<file path="src/tsrb_map.vh">
`ifndef TSRB_MAP_VH
`define TSRB_MAP_VH

// Pointer addresses
`define TSRB_PTR_RATE_RD 8'h04
`define TSRB_PTR_RATE_WR 8'h0A
`define TSRB_PTR_ADJUST 8'h18
`define TSRB_PTR_BETA 8'h25
`define TSRB_PTR_SOFT_RESET 8'hFC
`define TSRB_PTR_POR 8'h00

// Power-on values
`define TSRB_RATE_POR 8'h07
`define TSRB_ADJUST_POR 8'h00
`define TSRB_BETA_POR 4'h8

// Field layout and codes
`define TSRB_BETA_AUTO_BIT 3
`define TSRB_BETA_DISABLED 4'h7
`define TSRB_BETA_DIODE 4'hF
`define TSRB_RATE_LAST_CODE 8'h06
`define TSRB_RATE_FASTEST 3'h7
`define TSRB_GCALL_ADDR 7'h00
`define TSRB_GCALL_RESET 8'h06
`define TSRB_DEV_ADDR 7'h4C

// Ideality factor, in millionths, and the equation scale
`define TSRB_N_BASE_DIODE 32'h000F6180
`define TSRB_N_BASE_GROUNDED 32'h000F4240
`define TSRB_N_SCALE 10'h12C

// Timing
`define TSRB_CLK_MHZ 100
`define TSRB_CYC_PER_MS (`TSRB_CLK_MHZ * 1000)
`define TSRB_CONV_SLOW_MS 126
`define TSRB_CONV_FAST_MS 93
`define TSRB_BASE_PERIOD_MS 16000
`define TSRB_CONV_SLOW_CYC (`TSRB_CONV_SLOW_MS * `TSRB_CYC_PER_MS)
`define TSRB_CONV_FAST_CYC (`TSRB_CONV_FAST_MS * `TSRB_CYC_PER_MS)
`define TSRB_BASE_PERIOD_CYC (`TSRB_BASE_PERIOD_MS * `TSRB_CYC_PER_MS)

`endif

</file>
<file path="src/tsrb_twi_slave.v">
`timescale 1ns/1ns
`include "tsrb_map.vh"

module tsrb_twi_slave (
    input wire clk_sys,
    input wire rst,
    input wire scl_in,
    input wire sda_in,
    input wire [6:0] dev_addr,
    input wire [7:0] rd_data,
    output reg sda_oe,
    output reg byte_valid,
    output reg [7:0] byte_data,
    output reg byte_first,
    output reg byte_gcall
);
    localparam [2:0] S_IDLE = 3'h0;
    localparam [2:0] S_ADDR = 3'h1;
    localparam [2:0] S_ACK = 3'h2;
    localparam [2:0] S_WR = 3'h3;
    localparam [2:0] S_RD = 3'h4;
    localparam [2:0] S_RACK = 3'h5;

    reg [1:0] scl_sync;
    reg [1:0] sda_sync;
    reg scl_prev;
    reg sda_prev;
    reg [2:0] state;
    reg [3:0] bitcnt;
    reg [7:0] shift;
    reg rw;
    reg first;
    reg gcall;

    wire scl = scl_sync[1];
    wire sda = sda_sync[1];
    wire scl_rise = scl & ~scl_prev;
    wire scl_fall = ~scl & scl_prev;
    wire start_cond = scl & scl_prev & sda_prev & ~sda;
    wire stop_cond = scl & scl_prev & ~sda_prev & sda;
    wire addr_gcall = (shift[7:1] == `TSRB_GCALL_ADDR) & ~shift[0];
    wire addr_match = (shift[7:1] == dev_addr) | addr_gcall;

    always @(posedge clk_sys or posedge rst) begin
        if (rst) begin
            scl_sync <= 2'h3;
            sda_sync <= 2'h3;
            scl_prev <= 1'b1;
            sda_prev <= 1'b1;
        end else begin
            scl_sync <= {scl_sync[0], scl_in};
            sda_sync <= {sda_sync[0], sda_in};
            scl_prev <= scl;
            sda_prev <= sda;
        end
    end

    always @(posedge clk_sys or posedge rst) begin
        if (rst) begin
            state <= S_IDLE;
            bitcnt <= 4'h0;
            shift <= 8'h00;
            rw <= 1'b0;
            first <= 1'b0;
            gcall <= 1'b0;
            sda_oe <= 1'b0;
            byte_valid <= 1'b0;
            byte_data <= 8'h00;
            byte_first <= 1'b0;
            byte_gcall <= 1'b0;
        end else begin
            byte_valid <= 1'b0;
            if (start_cond) begin
                state <= S_ADDR;
                bitcnt <= 4'h0;
                sda_oe <= 1'b0;
            end else if (stop_cond) begin
                state <= S_IDLE;
                sda_oe <= 1'b0;
            end else if (scl_rise) begin
                case (state)
                    S_ADDR, S_WR: begin
                        shift <= {shift[6:0], sda};
                        bitcnt <= bitcnt + 4'h1;
                    end
                    S_RACK: begin
                        // Master NACK ends the read
                        if (sda) begin
                            state <= S_IDLE;
                        end
                    end
                    default: begin
                    end
                endcase
            end else if (scl_fall) begin
                case (state)
                    S_ADDR: begin
                        if (bitcnt == 4'h8) begin
                            if (addr_match) begin
                                sda_oe <= 1'b1; // [RL13]
                                rw <= shift[0];
                                gcall <= addr_gcall; // [RL13]
                                first <= 1'b1;
                                state <= S_ACK;
                            end else begin
                                state <= S_IDLE;
                            end
                        end
                    end
                    S_WR: begin
                        if (bitcnt == 4'h8) begin
                            byte_valid <= 1'b1;
                            byte_data <= shift;
                            byte_first <= first;
                            byte_gcall <= gcall;
                            first <= 1'b0;
                            sda_oe <= 1'b1;
                            state <= S_ACK;
                        end
                    end
                    S_ACK: begin
                        if (rw) begin
                            sda_oe <= ~rd_data[7];
                            shift <= {rd_data[6:0], 1'b1};
                            bitcnt <= 4'h1;
                            state <= S_RD;
                        end else begin
                            sda_oe <= 1'b0;
                            bitcnt <= 4'h0;
                            state <= S_WR;
                        end
                    end
                    S_RD: begin
                        if (bitcnt == 4'h8) begin
                            sda_oe <= 1'b0;
                            state <= S_RACK;
                        end else begin
                            sda_oe <= ~shift[7];
                            shift <= {shift[6:0], 1'b1};
                            bitcnt <= bitcnt + 4'h1;
                        end
                    end
                    S_RACK: begin
                        sda_oe <= ~rd_data[7];
                        shift <= {rd_data[6:0], 1'b1};
                        bitcnt <= 4'h1;
                        state <= S_RD;
                    end
                    default: begin
                        sda_oe <= 1'b0;
                    end
                endcase
            end
        end
    end
endmodule // tsrb_twi_slave

</file>
<file path="src/tsrb_core.v">
// Functional notes
// RL1 - Conversion rate register reads at 04h, writes at 0Ah, powers up 07h.
// RL2 - Rate codes 0 to 6 give 1/16 to 4 conversions/s, 7 and up give 8/s.
// RL3 - With the top beta code bit set, the sensor type is detected per run.
// RL4 - Code 0111 skips detection, assumes a diode, applies no beta factor.
// RL5 - Base ideality 1.008 for diode or disabled, 1.000 grounded collector.
// RL6 - Readback gives 1rrr for auto range rrr and 1111 for a found diode.
// RL7 - Auto range on grounded collector takes 126 ms, all else 93 ms.
// RL8 - Ideality adjust is a signed byte at pointer 18h, read and write.
// RL9 - Ideality adjust powers up 00h, leaving the base factor unchanged.
// RL10 - Effective factor is base times 300 over 300 minus the adjust.
// RL11 - Any write at pointer FCh restores every register to power-on.
// RL12 - Software reset aborts the conversion and releases both alarms.
// RL13 - The general-call address is acknowledged and its byte examined.
// RL14 - Only a general-call second byte of 06h causes a software reset.
// RL15 - The rate sets only the idle gap, never the conversion length.
// RL16 - One 4-bit beta code per remote channel, sampled at conversion start.
`timescale 1ns/1ns
`include "tsrb_map.vh"

module tsrb_core #(
    parameter [31:0] CONV_SLOW_CYC = `TSRB_CONV_SLOW_CYC,
    parameter [31:0] CONV_FAST_CYC = `TSRB_CONV_FAST_CYC,
    parameter [31:0] BASE_PERIOD_CYC = `TSRB_BASE_PERIOD_CYC
) (
    input wire clk_sys,
    input wire rst,
    input wire scl_in,
    input wire sda_in,
    output reg sda_out,
    output wire sda_oe,
    input wire [6:0] dev_addr,
    input wire collector_grounded,
    input wire [2:0] auto_range,
    input wire alert_set,
    input wire therm_set,
    output reg alert_n,
    output reg therm_n,
    output reg conv_start,
    output reg conv_busy,
    output reg conv_slow,
    output reg beta_comp_on,
    output reg [2:0] beta_range,
    output reg [20:0] n_eff_micro
);
    localparam [1:0] C_START = 2'h0;
    localparam [1:0] C_CONV = 2'h1;
    localparam [1:0] C_IDLE = 2'h2;

    // Rate code to period shift; codes past the table run fastest
    function [2:0] rate_shift;
        input [7:0] code;
        begin
            if (code > `TSRB_RATE_LAST_CODE) begin
                rate_shift = `TSRB_RATE_FASTEST;
            end else begin
                rate_shift = code[2:0];
            end
        end
    endfunction

    // Pointer match, used for both the register write decode and the read data select
    function is_ptr;
        input [7:0] ptr;
        input [7:0] target;
        begin
            is_ptr = (ptr == target);
        end
    endfunction

    reg [7:0] conversion_rate;
    reg [7:0] ideality_adjust;
    reg [3:0] beta_select_code;
    reg [3:0] beta_status;
    reg [7:0] pointer;
    reg [7:0] rd_data;
    reg soft_rst;
    reg [1:0] cstate;
    reg [31:0] elapsed;
    reg [31:0] conv_len;
    reg [1:0] grounded_sync;
    reg [2:0] range_sync0;
    reg [2:0] range_sync1;
    reg [6:0] addr_sync0;
    reg [6:0] addr_sync1;
    reg [3:0] next_status;
    reg next_slow;
    reg next_comp;
    reg [2:0] next_range;
    reg [31:0] next_base;

    wire byte_valid;
    wire [7:0] byte_data;
    wire byte_first;
    wire byte_gcall;
    wire [31:0] period;
    wire [9:0] n_den;
    wire [31:0] n_num;
    wire [31:0] n_quot;
    wire grounded = grounded_sync[1];

    tsrb_twi_slave u_twi (
        .clk_sys(clk_sys),
        .rst(rst),
        .scl_in(scl_in),
        .sda_in(sda_in),
        .dev_addr(addr_sync1),
        .rd_data(rd_data),
        .sda_oe(sda_oe),
        .byte_valid(byte_valid),
        .byte_data(byte_data),
        .byte_first(byte_first),
        .byte_gcall(byte_gcall)
    );

    // Start-to-start period halves per rate step
    assign period = BASE_PERIOD_CYC >> rate_shift(conversion_rate); // [RL2]

    // Signed adjust widened; denominator stays in 173..428
    assign n_den = `TSRB_N_SCALE - {{2{ideality_adjust[7]}},
        ideality_adjust}; // [RL8]
    assign n_num = next_base * {22'h000000, `TSRB_N_SCALE};
    assign n_quot = n_num / {22'h000000, n_den}; // [RL10]

    // Leave idle one cycle early so start-to-start equals the period
    wire idle_done = (elapsed >= period - 32'h00000001);

    // Front-end status and address strap cross into this domain
    always @(posedge clk_sys or posedge rst) begin
        if (rst) begin
            grounded_sync <= 2'h0;
            range_sync0 <= 3'h0;
            range_sync1 <= 3'h0;
            addr_sync0 <= 7'h00;
            addr_sync1 <= 7'h00;
        end else begin
            grounded_sync <= {grounded_sync[0], collector_grounded};
            range_sync0 <= auto_range;
            range_sync1 <= range_sync0;
            addr_sync0 <= dev_addr;
            addr_sync1 <= addr_sync0;
        end
    end

    // Sensor classification taken at the start of each conversion
    always @* begin
        next_status = beta_select_code;
        next_slow = 1'b0;
        next_comp = 1'b0;
        next_range = beta_select_code[2:0];
        next_base = `TSRB_N_BASE_GROUNDED;
        if (beta_select_code[`TSRB_BETA_AUTO_BIT]) begin
            if (grounded) begin // [RL3]
                next_status = {1'b1, range_sync1}; // [RL6]
                next_slow = 1'b1; // [RL7]
                next_comp = 1'b1;
                next_range = range_sync1;
                next_base = `TSRB_N_BASE_GROUNDED; // [RL5]
            end else begin
                next_status = `TSRB_BETA_DIODE; // [RL6]
                next_range = 3'h0;
                next_base = `TSRB_N_BASE_DIODE; // [RL5]
            end
        end else if (beta_select_code == `TSRB_BETA_DISABLED) begin
            next_range = 3'h0; // [RL4]
            next_base = `TSRB_N_BASE_DIODE; // [RL4] [RL5]
        end else begin
            next_comp = 1'b1; // [RL6]
        end
    end

    // Register file and command decode
    always @(posedge clk_sys or posedge rst) begin
        if (rst) begin
            conversion_rate <= `TSRB_RATE_POR;
            ideality_adjust <= `TSRB_ADJUST_POR;
            beta_select_code <= `TSRB_BETA_POR;
            beta_status <= `TSRB_BETA_POR;
            pointer <= `TSRB_PTR_POR;
            soft_rst <= 1'b0;
        end else if (soft_rst) begin
            conversion_rate <= `TSRB_RATE_POR; // [RL11] [RL1]
            ideality_adjust <= `TSRB_ADJUST_POR; // [RL11] [RL9]
            beta_select_code <= `TSRB_BETA_POR; // [RL11]
            beta_status <= `TSRB_BETA_POR;
            pointer <= `TSRB_PTR_POR;
            soft_rst <= 1'b0;
        end else begin
            if (cstate == C_START) begin
                beta_status <= next_status; // [RL6]
            end
            if (byte_valid) begin
                if (byte_gcall) begin
                    if (byte_first &&
                        byte_data == `TSRB_GCALL_RESET) begin
                        soft_rst <= 1'b1; // [RL14]
                    end
                end else if (byte_first) begin
                    pointer <= byte_data;
                end else if (is_ptr(pointer, `TSRB_PTR_SOFT_RESET)) begin
                    soft_rst <= 1'b1; // [RL11]
                end else if (is_ptr(pointer, `TSRB_PTR_RATE_WR)) begin
                    conversion_rate <= byte_data; // [RL1]
                end else if (is_ptr(pointer, `TSRB_PTR_ADJUST)) begin
                    ideality_adjust <= byte_data; // [RL8]
                end else if (is_ptr(pointer, `TSRB_PTR_BETA)) begin
                    beta_select_code <= byte_data[3:0]; // [RL16]
                    beta_status <= byte_data[3:0];
                end
            end
        end
    end

    // Read data follows the current pointer
    always @(posedge clk_sys or posedge rst) begin
        if (rst) begin
            rd_data <= 8'h00;
        end else if (is_ptr(pointer, `TSRB_PTR_RATE_RD)) begin
            rd_data <= conversion_rate; // [RL1]
        end else if (is_ptr(pointer, `TSRB_PTR_ADJUST)) begin
            rd_data <= ideality_adjust; // [RL8]
        end else if (is_ptr(pointer, `TSRB_PTR_BETA)) begin
            rd_data <= {4'h0, beta_status}; // [RL6]
        end else begin
            rd_data <= 8'h00;
        end
    end

    // Conversion sequencer: run, then idle out the rest of the period
    always @(posedge clk_sys or posedge rst) begin
        if (rst) begin
            cstate <= C_START;
            elapsed <= 32'h00000000;
            conv_len <= 32'h00000000;
            conv_start <= 1'b0;
            conv_busy <= 1'b0;
            conv_slow <= 1'b0;
            beta_comp_on <= 1'b0;
            beta_range <= 3'h0;
            n_eff_micro <= 21'h000000;
        end else if (soft_rst) begin
            cstate <= C_START; // [RL12]
            elapsed <= 32'h00000000;
            conv_start <= 1'b0;
            conv_busy <= 1'b0; // [RL12]
        end else begin
            conv_start <= 1'b0;
            case (cstate)
                C_START: begin
                    conv_start <= 1'b1;
                    conv_busy <= 1'b1;
                    conv_slow <= next_slow;
                    beta_comp_on <= next_comp;
                    beta_range <= next_range;
                    n_eff_micro <= n_quot[20:0]; // [RL10] [RL9]
                    if (next_slow) begin
                        conv_len <= CONV_SLOW_CYC; // [RL7]
                    end else begin
                        conv_len <= CONV_FAST_CYC; // [RL7]
                    end
                    elapsed <= 32'h00000001;
                    cstate <= C_CONV;
                end
                C_CONV: begin
                    // Length fixed at start, the rate never touches it
                    if (elapsed >= conv_len) begin // [RL15]
                        conv_busy <= 1'b0;
                        cstate <= C_IDLE;
                    end
                    elapsed <= elapsed + 32'h00000001;
                end
                C_IDLE: begin
                    if (idle_done) begin // [RL15] [RL2]
                        cstate <= C_START;
                    end
                    elapsed <= elapsed + 32'h00000001;
                end
                default: begin
                    cstate <= C_START;
                end
            endcase
        end
    end

    // Alarm outputs: only the set path and the reset release live here
    always @(posedge clk_sys or posedge rst) begin
        if (rst) begin
            alert_n <= 1'b1;
            therm_n <= 1'b1;
            sda_out <= 1'b0;
        end else if (soft_rst) begin
            alert_n <= 1'b1; // [RL12]
            therm_n <= 1'b1; // [RL12]
            sda_out <= 1'b0;
        end else begin
            sda_out <= 1'b0;
            if (alert_set) begin
                alert_n <= 1'b0;
            end
            if (therm_set) begin
                therm_n <= 1'b0;
            end
        end
    end
endmodule // tsrb_core

</file>
<file path="config.mk">
export PLATFORM = sky130hd
export DESIGN_NAME = tsrb_core
export DESIGN_NICKNAME = d
export VERILOG_FILES = /design/src/tsrb_twi_slave.v /design/src/tsrb_core.v
export VERILOG_INCLUDE_DIRS = /design/src /design/src/src
export SDC_FILE = /design/constraint.sdc
export NUM_CORES = 1
export LEC_CHECK = 0
export BUFFER_PORTS_ARGS = -buffer_cell sky130_fd_sc_hd__buf_2
export CELL_PAD_IN_SITES_DETAIL_PLACEMENT = 1
export CELL_PAD_IN_SITES_GLOBAL_PLACEMENT = 2
export CORE_AREA = 4 4 355 357
export DETAILED_ROUTE_END_ITERATION = 7
export DIE_AREA = 0 0 359 361
export GPL_TIMING_DRIVEN = 0
export PLACE_DENSITY_LB_ADDON = 0.1
export SYNTH_ARGS = -nofsm -noshare
export SYNTH_HDL_FRONTEND = slang
export SYNTH_HIERARCHICAL = 1
export SYNTH_SLANG_ARGS = --single-unit
</file>
<file path="constraint.sdc">
create_clock -name clk_sys -period 91.7 [get_ports clk_sys]
set_input_delay 9.17 -clock clk_sys [delete_from_list [all_inputs] [get_ports clk_sys]]
set_output_delay 9.17 -clock clk_sys [all_outputs]
set_load 0.02 [all_outputs]
</file>
==> impl_metrics.json, run 1 <==
{
  "worstReg2RegStart": "ideality_adjust[0]",
  "synth_top_area_share_pct": 11.9,
  "fp-row-count": 129,
  "ys_ff_latch": 165,
  "powerDensity_nw_per_um2": 4.83,
  "synthArstFlopShare_pct": 100,
  "nets": 4679,
  "clock_sink_count": 165,
  "skew_ns": 0.0194,
  "pwr-share-seq_pct": 44.9,
  "synth_flop_cell": "dfrtp_1",
  "multi_input_area_sq_um": 26800,
  "r2r-end": "n_eff_micro[0]",
  "tns_ns": 0,
  "cts_buffer_depth": 2,
  "htreeDepth": 4,
  "reg2reg_depth": 375,
  "syn_area_sq_um": 31800,
  "ys_warn_count": 6,
  "max_stage_delay_ns": 0.82,
  "cp.arrival_ns": 84.51,
  "synth.distinct_cells": 147,
  "synth_area_leader_cell": "dfrtp_1",
  "post-route-period-util_pct": 91.8,
  "min_to": "addr_sync1[1]",
  "syn_inst": 4288,
  "critical_path_required_ns": 92.03,
  "p_int_uw": 123,
  "worst_skew_pair.late_latency_ns": 0.51,
  "ioPinCount": 49,
  "cts_made_buffers": 17,
  "wl_per_cell_microns": 21.5,
  "coreArea_sq_um": 123000,
  "setup_viol": 0,
  "outcome": "completed",
  "drv_slew": 0,
  "peakVddDrop_mv": 0.0141,
  "portBuffers": 47,
  "cts_hold_buf": 0,
  "drive_gt1_share_pct": 9.92,
  "grt_overflow_total": 0,
  "antenna_left": 0,
  "grt_first_pass_wirelength_mm": 204,
  "synth_edf_count": 0,
  "via_per_inst": 5.41,
  "synth_top_cells_by_area": "dfrtp_1 (12%), ha_1 (11%), xnor2_1 (5.8%)",
  "grt_usage_pct": 19.5,
  "die_area_sq_um": 130000,
  "die-width_microns": 359,
  "first_pass_iters": 5,
  "dp.cells": 5989,
  "fillers": 15100,
  "p_sw_share_pct": 27.6,
  "cp_max_fo": 30,
  "drc": 0,
  "crit_path_frequent_cell": "a21o_1",
  "cts_tree": "built",
  "fmax_ghz": 0.0119,
  "hold_path_class": "reg -> reg",
  "ff2ff_setup_slack_ns": 7.52,
  "leakage_uw": 0.0154,
  "cts_root_buf": "clkbuf_16",
  "dieHeight_microns": 361,
  "drtIter0Drc": 1669,
  "start_util_pct": 25.9,
  "tightest_slew_ns": 1.37,
  "grt_max_degree": 78,
  "critPathLaunchType": "flip-flop",
  "relSlewSlack_pct": 8.78,
  "crit_slowest_cell": "nor3_2",
  "dp_hpwl_mm": 106,
  "clk_pin_slew_ns": 0.07,
  "syn_area_per_cell_sq_um": 7.42,
  "worstSetupPathType": "reg -> reg",
  "end_kind": "flip-flop",
  "seq_area_sq_um": 4150,
  "hold_violations": 0,
  "combPwrFrac_pct": 6.7,
  "whs_path_depth": 0,
  "p_switching_uw": 47.0,
  "clkPwrFrac_pct": 48.4,
  "finalWirelength_mm": 130,
  "antenna_found_initial": 2,
  "cap_violations": 0,
  "layout_min_cycle_time_ns": 84.18,
  "place.gp.congestion": 0.790,
  "vias": 32600,
  "syn_to_final_growth_pct": 10.8,
  "stdcell_count": 6031,
  "min-delay-start": "addr_sync0[1]",
  "yosysSeqAreaShare_pct": 13.0,
  "grt_pass1_vias": 33500
}
-- power groups by stage --
stage	clock, uW	combinational (uW)	sequential [uW]
2_1_floorplan	0	7.75	77.3
3_3_place_gp	0	11.3	78.0
3_5_place_dp	0	11.5	77.9
4_1_cts	85.3	11.6	76.5
5_1_grt	88.3	13.0	76.8
6_report	82.4	11.4	76.5
-- worst max-delay path: cells and delay by family, from the launching register on --
| kind | cells | cell delay (ns) |
|---|---|---|
| AO/OA/AOI/OAI | 184 | 39.01 |
| XOR/XNOR | 4 | 0.74 |
| adder cells (fa/ha/maj) | 29 | 9.41 |
| buffers and inverters | 46 | 11.17 |
| flip-flops | 1 | 0.47 |
| multiplexers | 1 | 0.35 |
| AND/OR/NAND/NOR | 111 | 22.63 |
-- registers in the layout, summed over array words and instances (netlist names), 2 cells and up --
register / count
beta_range: 3
range_sync0: 3
elapsed: 32
conv_len: 3
ideality_adjust: 8
u_twi/state: 3
u_twi/byte_data: 8
rd_data: 8
addr_sync0: 7
range_sync1: 3
u_twi/bitcnt: 4
grounded_sync: 2
beta_select_code: 4
conversion_rate: 8
u_twi/sda_sync: 2
u_twi/shift: 8
u_twi/scl_sync: 2
addr_sync1: 7
beta_status: 4
n_eff_micro: 21
pointer: 8
cstate: 2
-- what timing repair did --
action | 4_1_cts | 5_1_grt
buffers inserted | 0 | 10
setup endpoints to repair | 0 | 3
gates resized for setup | 0 | 39
-- metal layers --
layer  share of wire (%)  vias to the layer above  GRT usage, %
li1                    -                    16300             -
met2                  47                      248          33.5
met3                 1.6                       55          1.84
met4                0.86                        0          2.36
met5                   0                        -             0
met1                  51                    16000          27.2
-- cells in the mapped netlist, types with 23 or more instances --
library cell / n
and2_1: 49
a31oi_1: 59
o21ai_1: 29
nor4_1: 39
or3_1: 55
a21oi_1: 327
and3_1: 82
nor2_1: 406
nor2b_1: 66
nand2b_1: 88
buf_2: 30
o21a_1: 66
xnor2_1: 211
a21o_1: 138
nor3_1: 140
nand4_1: 60
dfrtp_1: 152
nand2_1: 377
ha_1: 282
clkbuf_1: 79
o21bai_1: 23
mux2_2: 67
o21ai_0: 301
o211ai_1: 37
o31ai_1: 61
nand3_1: 138
a211oi_1: 46
xor2_1: 106
mux2i_1: 69
inv_1: 113
-- kinds of logic (layout without fill, tap and decap cells) --
kind of cell             Yosys count  in the layout  share of synthesized area (%)
XOR/XNOR                         323            323                           9.03
AND/OR/NAND/NOR                 1698           1698                           28.2
flip-flops                       165            165                           13.0
multiplexers                     139            139                           4.67
buffers and inverters            263            362                           3.58
other                              2              9                         0.0236
AO/OA/AOI/OAI                   1413           1413                           30.3
adder cells (fa/ha/maj)          285            285                           11.2
-- per-stage QoR --
stage               hold WS (ns)  utilization [%]  setup slack, ns  power [uW]  instance area [sq um]
floorplan                  0.331                -            21.87        85.0                  31900
global placement           0.334             27.8            -2.73        89.3                  34100
detailed placement         0.336             28.0             1.03        89.4                  34400
CTS                        0.357             28.5            0.794         173                  35100
global route               0.361             28.7          -0.0681         178                  35300
finish                     0.353             28.7             7.52         170                  35300
-- worst max-delay path by stage --
stage	start	end	slack (ns)
floorplan	ideality_adjust[0]	n_eff_micro[0]	21.87
global placement	ideality_adjust[0]	n_eff_micro[0]	-2.73
detailed placement	ideality_adjust[0]	n_eff_micro[0]	1.03
CTS	ideality_adjust[0]	n_eff_micro[0]	0.79
global route	ideality_adjust[0]	n_eff_micro[0]	-0.07
finish	ideality_adjust[0]	n_eff_micro[0]	7.52
-- cell usage in the layout, fill, tap and decap left out, types with 44 or more instances in the layout --
master	n
nor2_1	404
nand2_1	376
a21oi_1	325
o21ai_0	299
ha_1	281
xnor2_1	209
dfrtp_1	152
nor3_1	139
nand3_1	138
a21o_1	138
inv_1	111
xor2_1	102
nand2b_1	88
and3_1	82
buf_2	77
clkbuf_1	71
mux2i_1	68
mux2_2	67
nor2b_1	66
o21a_1	66
nand4_1	60
a31oi_1	59
o31ai_1	59
or3_1	55
and2_1	49
a211oi_1	44
-- layout make-up --
class                      instances  share of cell area, %
sequential                       165                   11.8
clock buffer                      20                   1.30
inverter                         116                   1.25
antenna                            1                0.00710
timing repair buffer              68                   1.48
tap                             1637                   5.81
buffer                           146                   2.04
clock inverter                    12                  0.472
multi-input combinational       3866                   75.9
Power figures use the tool's default switching activity.
==> run 2: changes to the inputs <==
Settings changed: CORE_AREA 4 4 355 357 to 4 4 270 470, DIE_AREA 0 0 359 361 to 0 0 274 474.
==> run 2 against run 1 <==
Die area up 0.21%. Largest power group unchanged. Power down 1.2%. Critical path depth up 2. Sequential share of layout area down 0.051 points. Cell area up 0.44%. Combinational power about the same.
==> impl_metrics.json, run 2 (synthesis gave the netlist of run 1 again) <==
{
  "outcome": "completed",
  "grt_usage_pct": 21.0,
  "layout_setup_ws_ns": 7.04,
  "critPathLaunchType": "flip-flop",
  "hold_path_class": "reg -> reg",
  "cts_made_buffers": 17,
  "start_util_pct": 25.9,
  "drive_gt1_share_pct": 10.3,
  "finalWirelength_mm": 140,
  "dieHeight_microns": 474,
  "cts_buffer_depth": 2,
  "antenna_left": 0,
  "cap_violations": 0,
  "grt_pass1_vias": 35300,
  "post-route-period-util_pct": 92.3,
  "leakage_uw": 0.0155,
  "end_kind": "flip-flop",
  "max_stage_delay_ns": 0.91,
  "place_area_sq_um": 34500,
  "clk_pin_slew_ns": 0.09,
  "cp.arrival_ns": 84.98,
  "place_ws_ns": -2.01,
  "drv_slew": 0,
  "die-width_microns": 274,
  "cts_hold_buf": 0,
  "fmax_ghz": 0.0118,
  "peakVddDrop_mv": 0.0136,
  "crit_path_frequent_cell": "a21o_1",
  "place.gp.congestion": 0.803,
  "worstSetupPathType": "reg -> reg",
  "first_pass_iters": 6,
  "largest_reg_flops": 32,
  "design_area_sq_um": 35400,
  "largestRegisters": "elapsed x32, n_eff_micro x21",
  "cp_max_fo": 19,
  "htreeDepth": 4,
  "setup_viol": 0,
  "layout_min_cycle_time_ns": 84.66,
  "final_cell_mix": "nor2_1 (404), nand2_1 (375), a21oi_1 (324)",
  "top_register": "elapsed",
  "critical_path_required_ns": 92.02,
  "tightest_slew_ns": 1.19,
  "final_util_pct": 28.9,
  "syn_to_final_growth_pct": 11.3,
  "fp-row-count": 170,
  "portBuffers": 47,
  "nets": 4684,
  "clock_sink_count": 165,
  "powerDensity_nw_per_um2": 4.75,
  "via_per_inst": 5.48,
  "skew_ns": 0.0270,
  "relSlewSlack_pct": 19.7,
  "cts_root_buf": "clkbuf_16",
  "grt_max_degree": 75,
  "drc": 0,
  "antenna_found_initial": 2,
  "grt_first_pass_wirelength_mm": 214,
  "vias": 33100,
  "final_common_cell": "nor2_1",
  "dp_hpwl_mm": 117,
  "die_area_sq_um": 130000,
  "hold_violations": 0,
  "drtIter0Drc": 1157,
  "ff2ff_setup_slack_ns": 7.04,
  "crit_slowest_cell": "nor3_2",
  "ioPinCount": 49,
  "wl_per_cell_microns": 23.2,
  "worst_skew_pair.late_latency_ns": 0.49,
  "cts_tree": "built",
  "coreArea_sq_um": 123000,
  "grt_overflow_total": 0
}
[run 2: area by class of cell]
type,instances,area (sq um)
Fill cell,15100,87300
Tap cell,1634,2040
Multi-Input combinational cell,3866,26800
Clock buffer,17,425
Clock inverter,15,214
Antenna cell,1,2.50
Buffer,145,719
Timing Repair Buffer,74,618
Inverter,116,440
Sequential cell,165,4150
[run 2: stage by stage]
stage	TNS [ns]	total power (uW)	instances	hold WS, ns
floorplan	0	85.0	4294	0.331
global placement	-10.51	89.6	5975	0.337
detailed placement	-2.17	89.9	5988	0.342
CTS	0	172	6023	0.355
global route	-0.0560	176	6032	0.352
finish	0	168	6033	0.352
[run 2: timing repair]
item | in CTS | in global routing
pin swaps | 2 | 3
endpoints found under the setup margin | 2 | 3
buffers inserted | 4 | 9
resized for setup | 5 | 45
[run 2: path summary, 6_finish.rpt]
check,cells past startpoint,end,start
setup reg to reg,377,n_eff_micro[0],ideality_adjust[0]
hold reg to reg,0,u_twi/sda_sync[1],u_twi/sda_sync[0]
max in group asynchronous,3,beta_status[3],rst
hold / removal,0,u_twi/sda_sync[1],u_twi/sda_sync[0]
setup / recovery,377,n_eff_micro[0],ideality_adjust[0]
min in group asynchronous,2,cstate[1],rst
[run 2: critical path, delay by kind of cell, from the launching register on]
kind	cells	cell delay (ns)
AOI/OAI and AO/OA	184	38.95
and+or+nand+nor	111	22.67
buffers and inverters	48	11.41
adders and majority gates	29	9.23
muxes	2	0.71
xor gates and xnor gates	3	0.63
DFF	1	0.49
[run 2: routing by layer]
layer	up-vias	wire length [microns]	GRT usage (%)	share of wire, %
li1	16300	-	-	-
met1	16400	52300	21.1	37
met2	282	82000	45.2	59
met3	132	1560	1.08	1.1
met4	0	3850	5.56	2.8
met5	-	0	0	0
[run 2: power by group]
part	internal (uW)	switching (uW)
registers	74.4	2.09
logic	3.94	7.69
clock network	38.1	42.0
total	116	51.8
==> run 3: changes to the inputs <==
Settings changed: ABC_AREA set to 1, CORE_AREA 4 4 270 470 to 4 4 294 512, DIE_AREA 0 0 274 474 to 0 0 298 516.
==> run 3 against run 2 <==
Fmax grew 27%. Power grew 1.9%. First-iteration DRC count grew 5.1%. Clock skew shrank 0.010 ns. Sequential power increased by 0.9%. Non-clock buffer count is 59 lower. Largest cell class unchanged.
==> impl_metrics.json, run 3 <==
{
  "setup_viol": 0,
  "stdcell_count": 7990,
  "multi_input_area_sq_um": 29100,
  "synth_common_cells": "nand2_1 (1463), inv_1 (797), nor2_1 (525)",
  "clk_pin_slew_ns": 0.08,
  "synth_edf_count": 0,
  "max_stage_delay_ns": 0.64,
  "synth.distinct_cells": 92,
  "cp_max_fo": 15,
  "place_ws_ns": 23.70,
  "htreeDepth": 4,
  "largestRegisters": "elapsed x32, n_eff_micro x21",
  "cts_buffer_depth": 2,
  "seq_area_sq_um": 4150,
  "die-width_microns": 298,
  "antenna_left": 0,
  "drive_gt1_share_pct": 18.0,
  "cts_root_buf": "clkbuf_16",
  "antenna_found_initial": 0,
  "layout_min_cycle_time_ns": 66.79,
  "largest_reg_flops": 32,
  "tns_ns": 0,
  "coreArea_sq_um": 147000,
  "first_pass_iters": 5,
  "layout_setup_ws_ns": 24.91,
  "outcome": "completed",
  "synthArstFlopShare_pct": 100,
  "top_register": "elapsed",
  "final_util_pct": 28.3,
  "place.gp.congestion": 0.825,
  "syn_to_final_growth_pct": 9.52,
  "post_cts_buffers": 0,
  "drv_slew": 0,
  "worstSetupPathType": "reg -> reg",
  "synth_most_common_cell": "nand2_1",
  "worst_skew_pair.late_latency_ns": 0.50,
  "hold_violations": 0,
  "relSlewSlack_pct": 20.7,
  "grt_usage_pct": 20.3,
  "powerDensity_nw_per_um2": 4.14,
  "drtIter0Drc": 1216,
  "ys_warn_count": 6,
  "syn_inst": 6010,
  "finalWirelength_mm": 158,
  "peakVddDrop_mv": 0.0145,
  "cp.arrival_ns": 67.17,
  "final_cell_mix": "nand2_1 (1463), inv_1 (793), nor2_1 (525)",
  "rsz0062_at_grt": "false",
  "clock_sink_count": 165,
  "cts_tree": "built",
  "dieHeight_microns": 516,
  "fillers": 18900,
  "grt_overflow_total": 0,
  "syn_area_per_cell_sq_um": 6.30,
  "tightest_slew_ns": 1.19,
  "dp_hpwl_mm": 138,
  "cts_hold_buf": 0,
  "synth_area_leader_cell": "nand2_1",
  "ioPinCount": 49,
  "vias": 38700,
  "grt_pass1_vias": 41800,
  "crit_slowest_cell": "nor3_1",
  "final_common_cell": "nand2_1",
  "fmax_ghz": 0.0150,
  "critical_path_required_ns": 92.08,
  "cts_made_buffers": 17,
  "wl_per_cell_microns": 19.8,
  "nets": 6394,
  "yosysSeqAreaShare_pct": 10.9,
  "cts_resized": 0,
  "end_kind": "flip-flop",
  "synth_flop_cell": "dfrtp_1",
  "die_area_sq_um": 154000,
  "synth_top_cells_by_area": "nand2_1 (15%), dfrtp_1 (10%), ha_1 (9.3%)",
  "grt_max_degree": 101,
  "start_util_pct": 25.8,
  "skew_ns": 0.0166,
  "hold_path_class": "reg -> reg",
  "via_per_inst": 4.84,
  "ys_ff_latch": 165,
  "dp.cells": 7956,
  "leakage_uw": 0.0232,
  "post-route-period-util_pct": 72.8,
  "synth_top_area_share_pct": 14.5,
  "drc": 0,
  "syn_area_sq_um": 37900,
  "cap_violations": 0,
  "fp-row-count": 186,
  "grt_first_pass_wirelength_mm": 243,
  "portBuffers": 47,
  "critPathLaunchType": "flip-flop",
  "crit_path_frequent_cell": "nand2_1"
}
[run 3: cell count changes in the layout (fill, tap and decap cells not counted), moves of 103 or more]
cell	before	now
nor2_1	404	525
nand3_2	6	112
nand2_4	0	124
nand2_1	375	1463
nand3_1	138	412
xnor2_1	209	106
nand2_2	4	214
a21o_1	138	5
inv_1	110	793
[run 3: worst paths after layout]
check | depth (start not counted) | slack, ns | startpoint | endpoint
worst max-delay path | 364 | 24.91 | ideality_adjust[0] | n_eff_micro[0]
max in group asynchronous | 3 | 82.11 | rst | n_eff_micro[13]
worst min register to register | 0 | 0.36 | addr_sync0[0] | addr_sync1[0]
min in group asynchronous | 2 | 8.65 | rst | addr_sync0[4]
worst min-delay path | 0 | 0.36 | addr_sync0[0] | addr_sync1[0]
worst max register to register | 364 | 24.91 | ideality_adjust[0] | n_eff_micro[0]
[run 3: critical path: cells and delay by family, from the launching register on]
kind	cells	cell delay [ns]
compound gates	84	18.57
xor+xnor	2	0.79
fa+ha+maj	27	9.56
buf+inv	71	10.98
flops	1	0.55
simple gates	180	25.86
[run 3: logic make-up after synthesis]
logic type	Yosys count	share of synthesized area (%)
muxes	5	0.149
AOI/OAI and AO/OA	841	12.7
other	2	0.0198
and+or+nand+nor	3428	48.5
buffers and inverters	1034	12.4
adders and majority gates	282	9.32
xor gates and xnor gates	253	5.89
DFF	165	10.9
[run 3: cell type report]
| type | instances | share of cell area (%) |
|---|---|---|
| Antenna cell | 2 | 0.0121 |
| Multi-Input combinational cell | 4817 | 70.2 |
| Buffer | 100 | 2.31 |
| Timing Repair Buffer | 60 | 1.26 |
| Clock inverter | 14 | 0.450 |
| Clock buffer | 18 | 1.06 |
| Inverter | 934 | 9.03 |
| Sequential cell | 165 | 10.0 |
| Tap cell | 1880 | 5.67 |
[run 3: power breakdown]
part           internal [uW]  switching [uW]  leakage (uW)
combinational           3.95            9.45        0.0208
sequential              75.0            2.16       0.00212
clock                   42.2            38.7      0.000303
total                    121            50.3        0.0232
[run 3: through the flow]
stage / hold WS (ns) / power (uW) / cell area [sq um]
final: 0.355 / 172 / 41500
after global routing: 0.364 / 180 / 41500
after CTS: 0.355 / 175 / 41500
after detailed placement: 0.336 / 92.3 / 40800
after global placement: 0.335 / 91.8 / 40500
after floorplan: 0.331 / 86.9 / 37900
[run 3: routing by layer]
metal / vias up / track usage [%] / wire length [microns]
met4: 0 / 5.78 / 4740
met2: 276 / 45.1 / 94900
li1: 19700 / - / -
met5: - / 0 / 0
met1: 18600 / 19.2 / 56900
met3: 158 / 1.21 / 1480
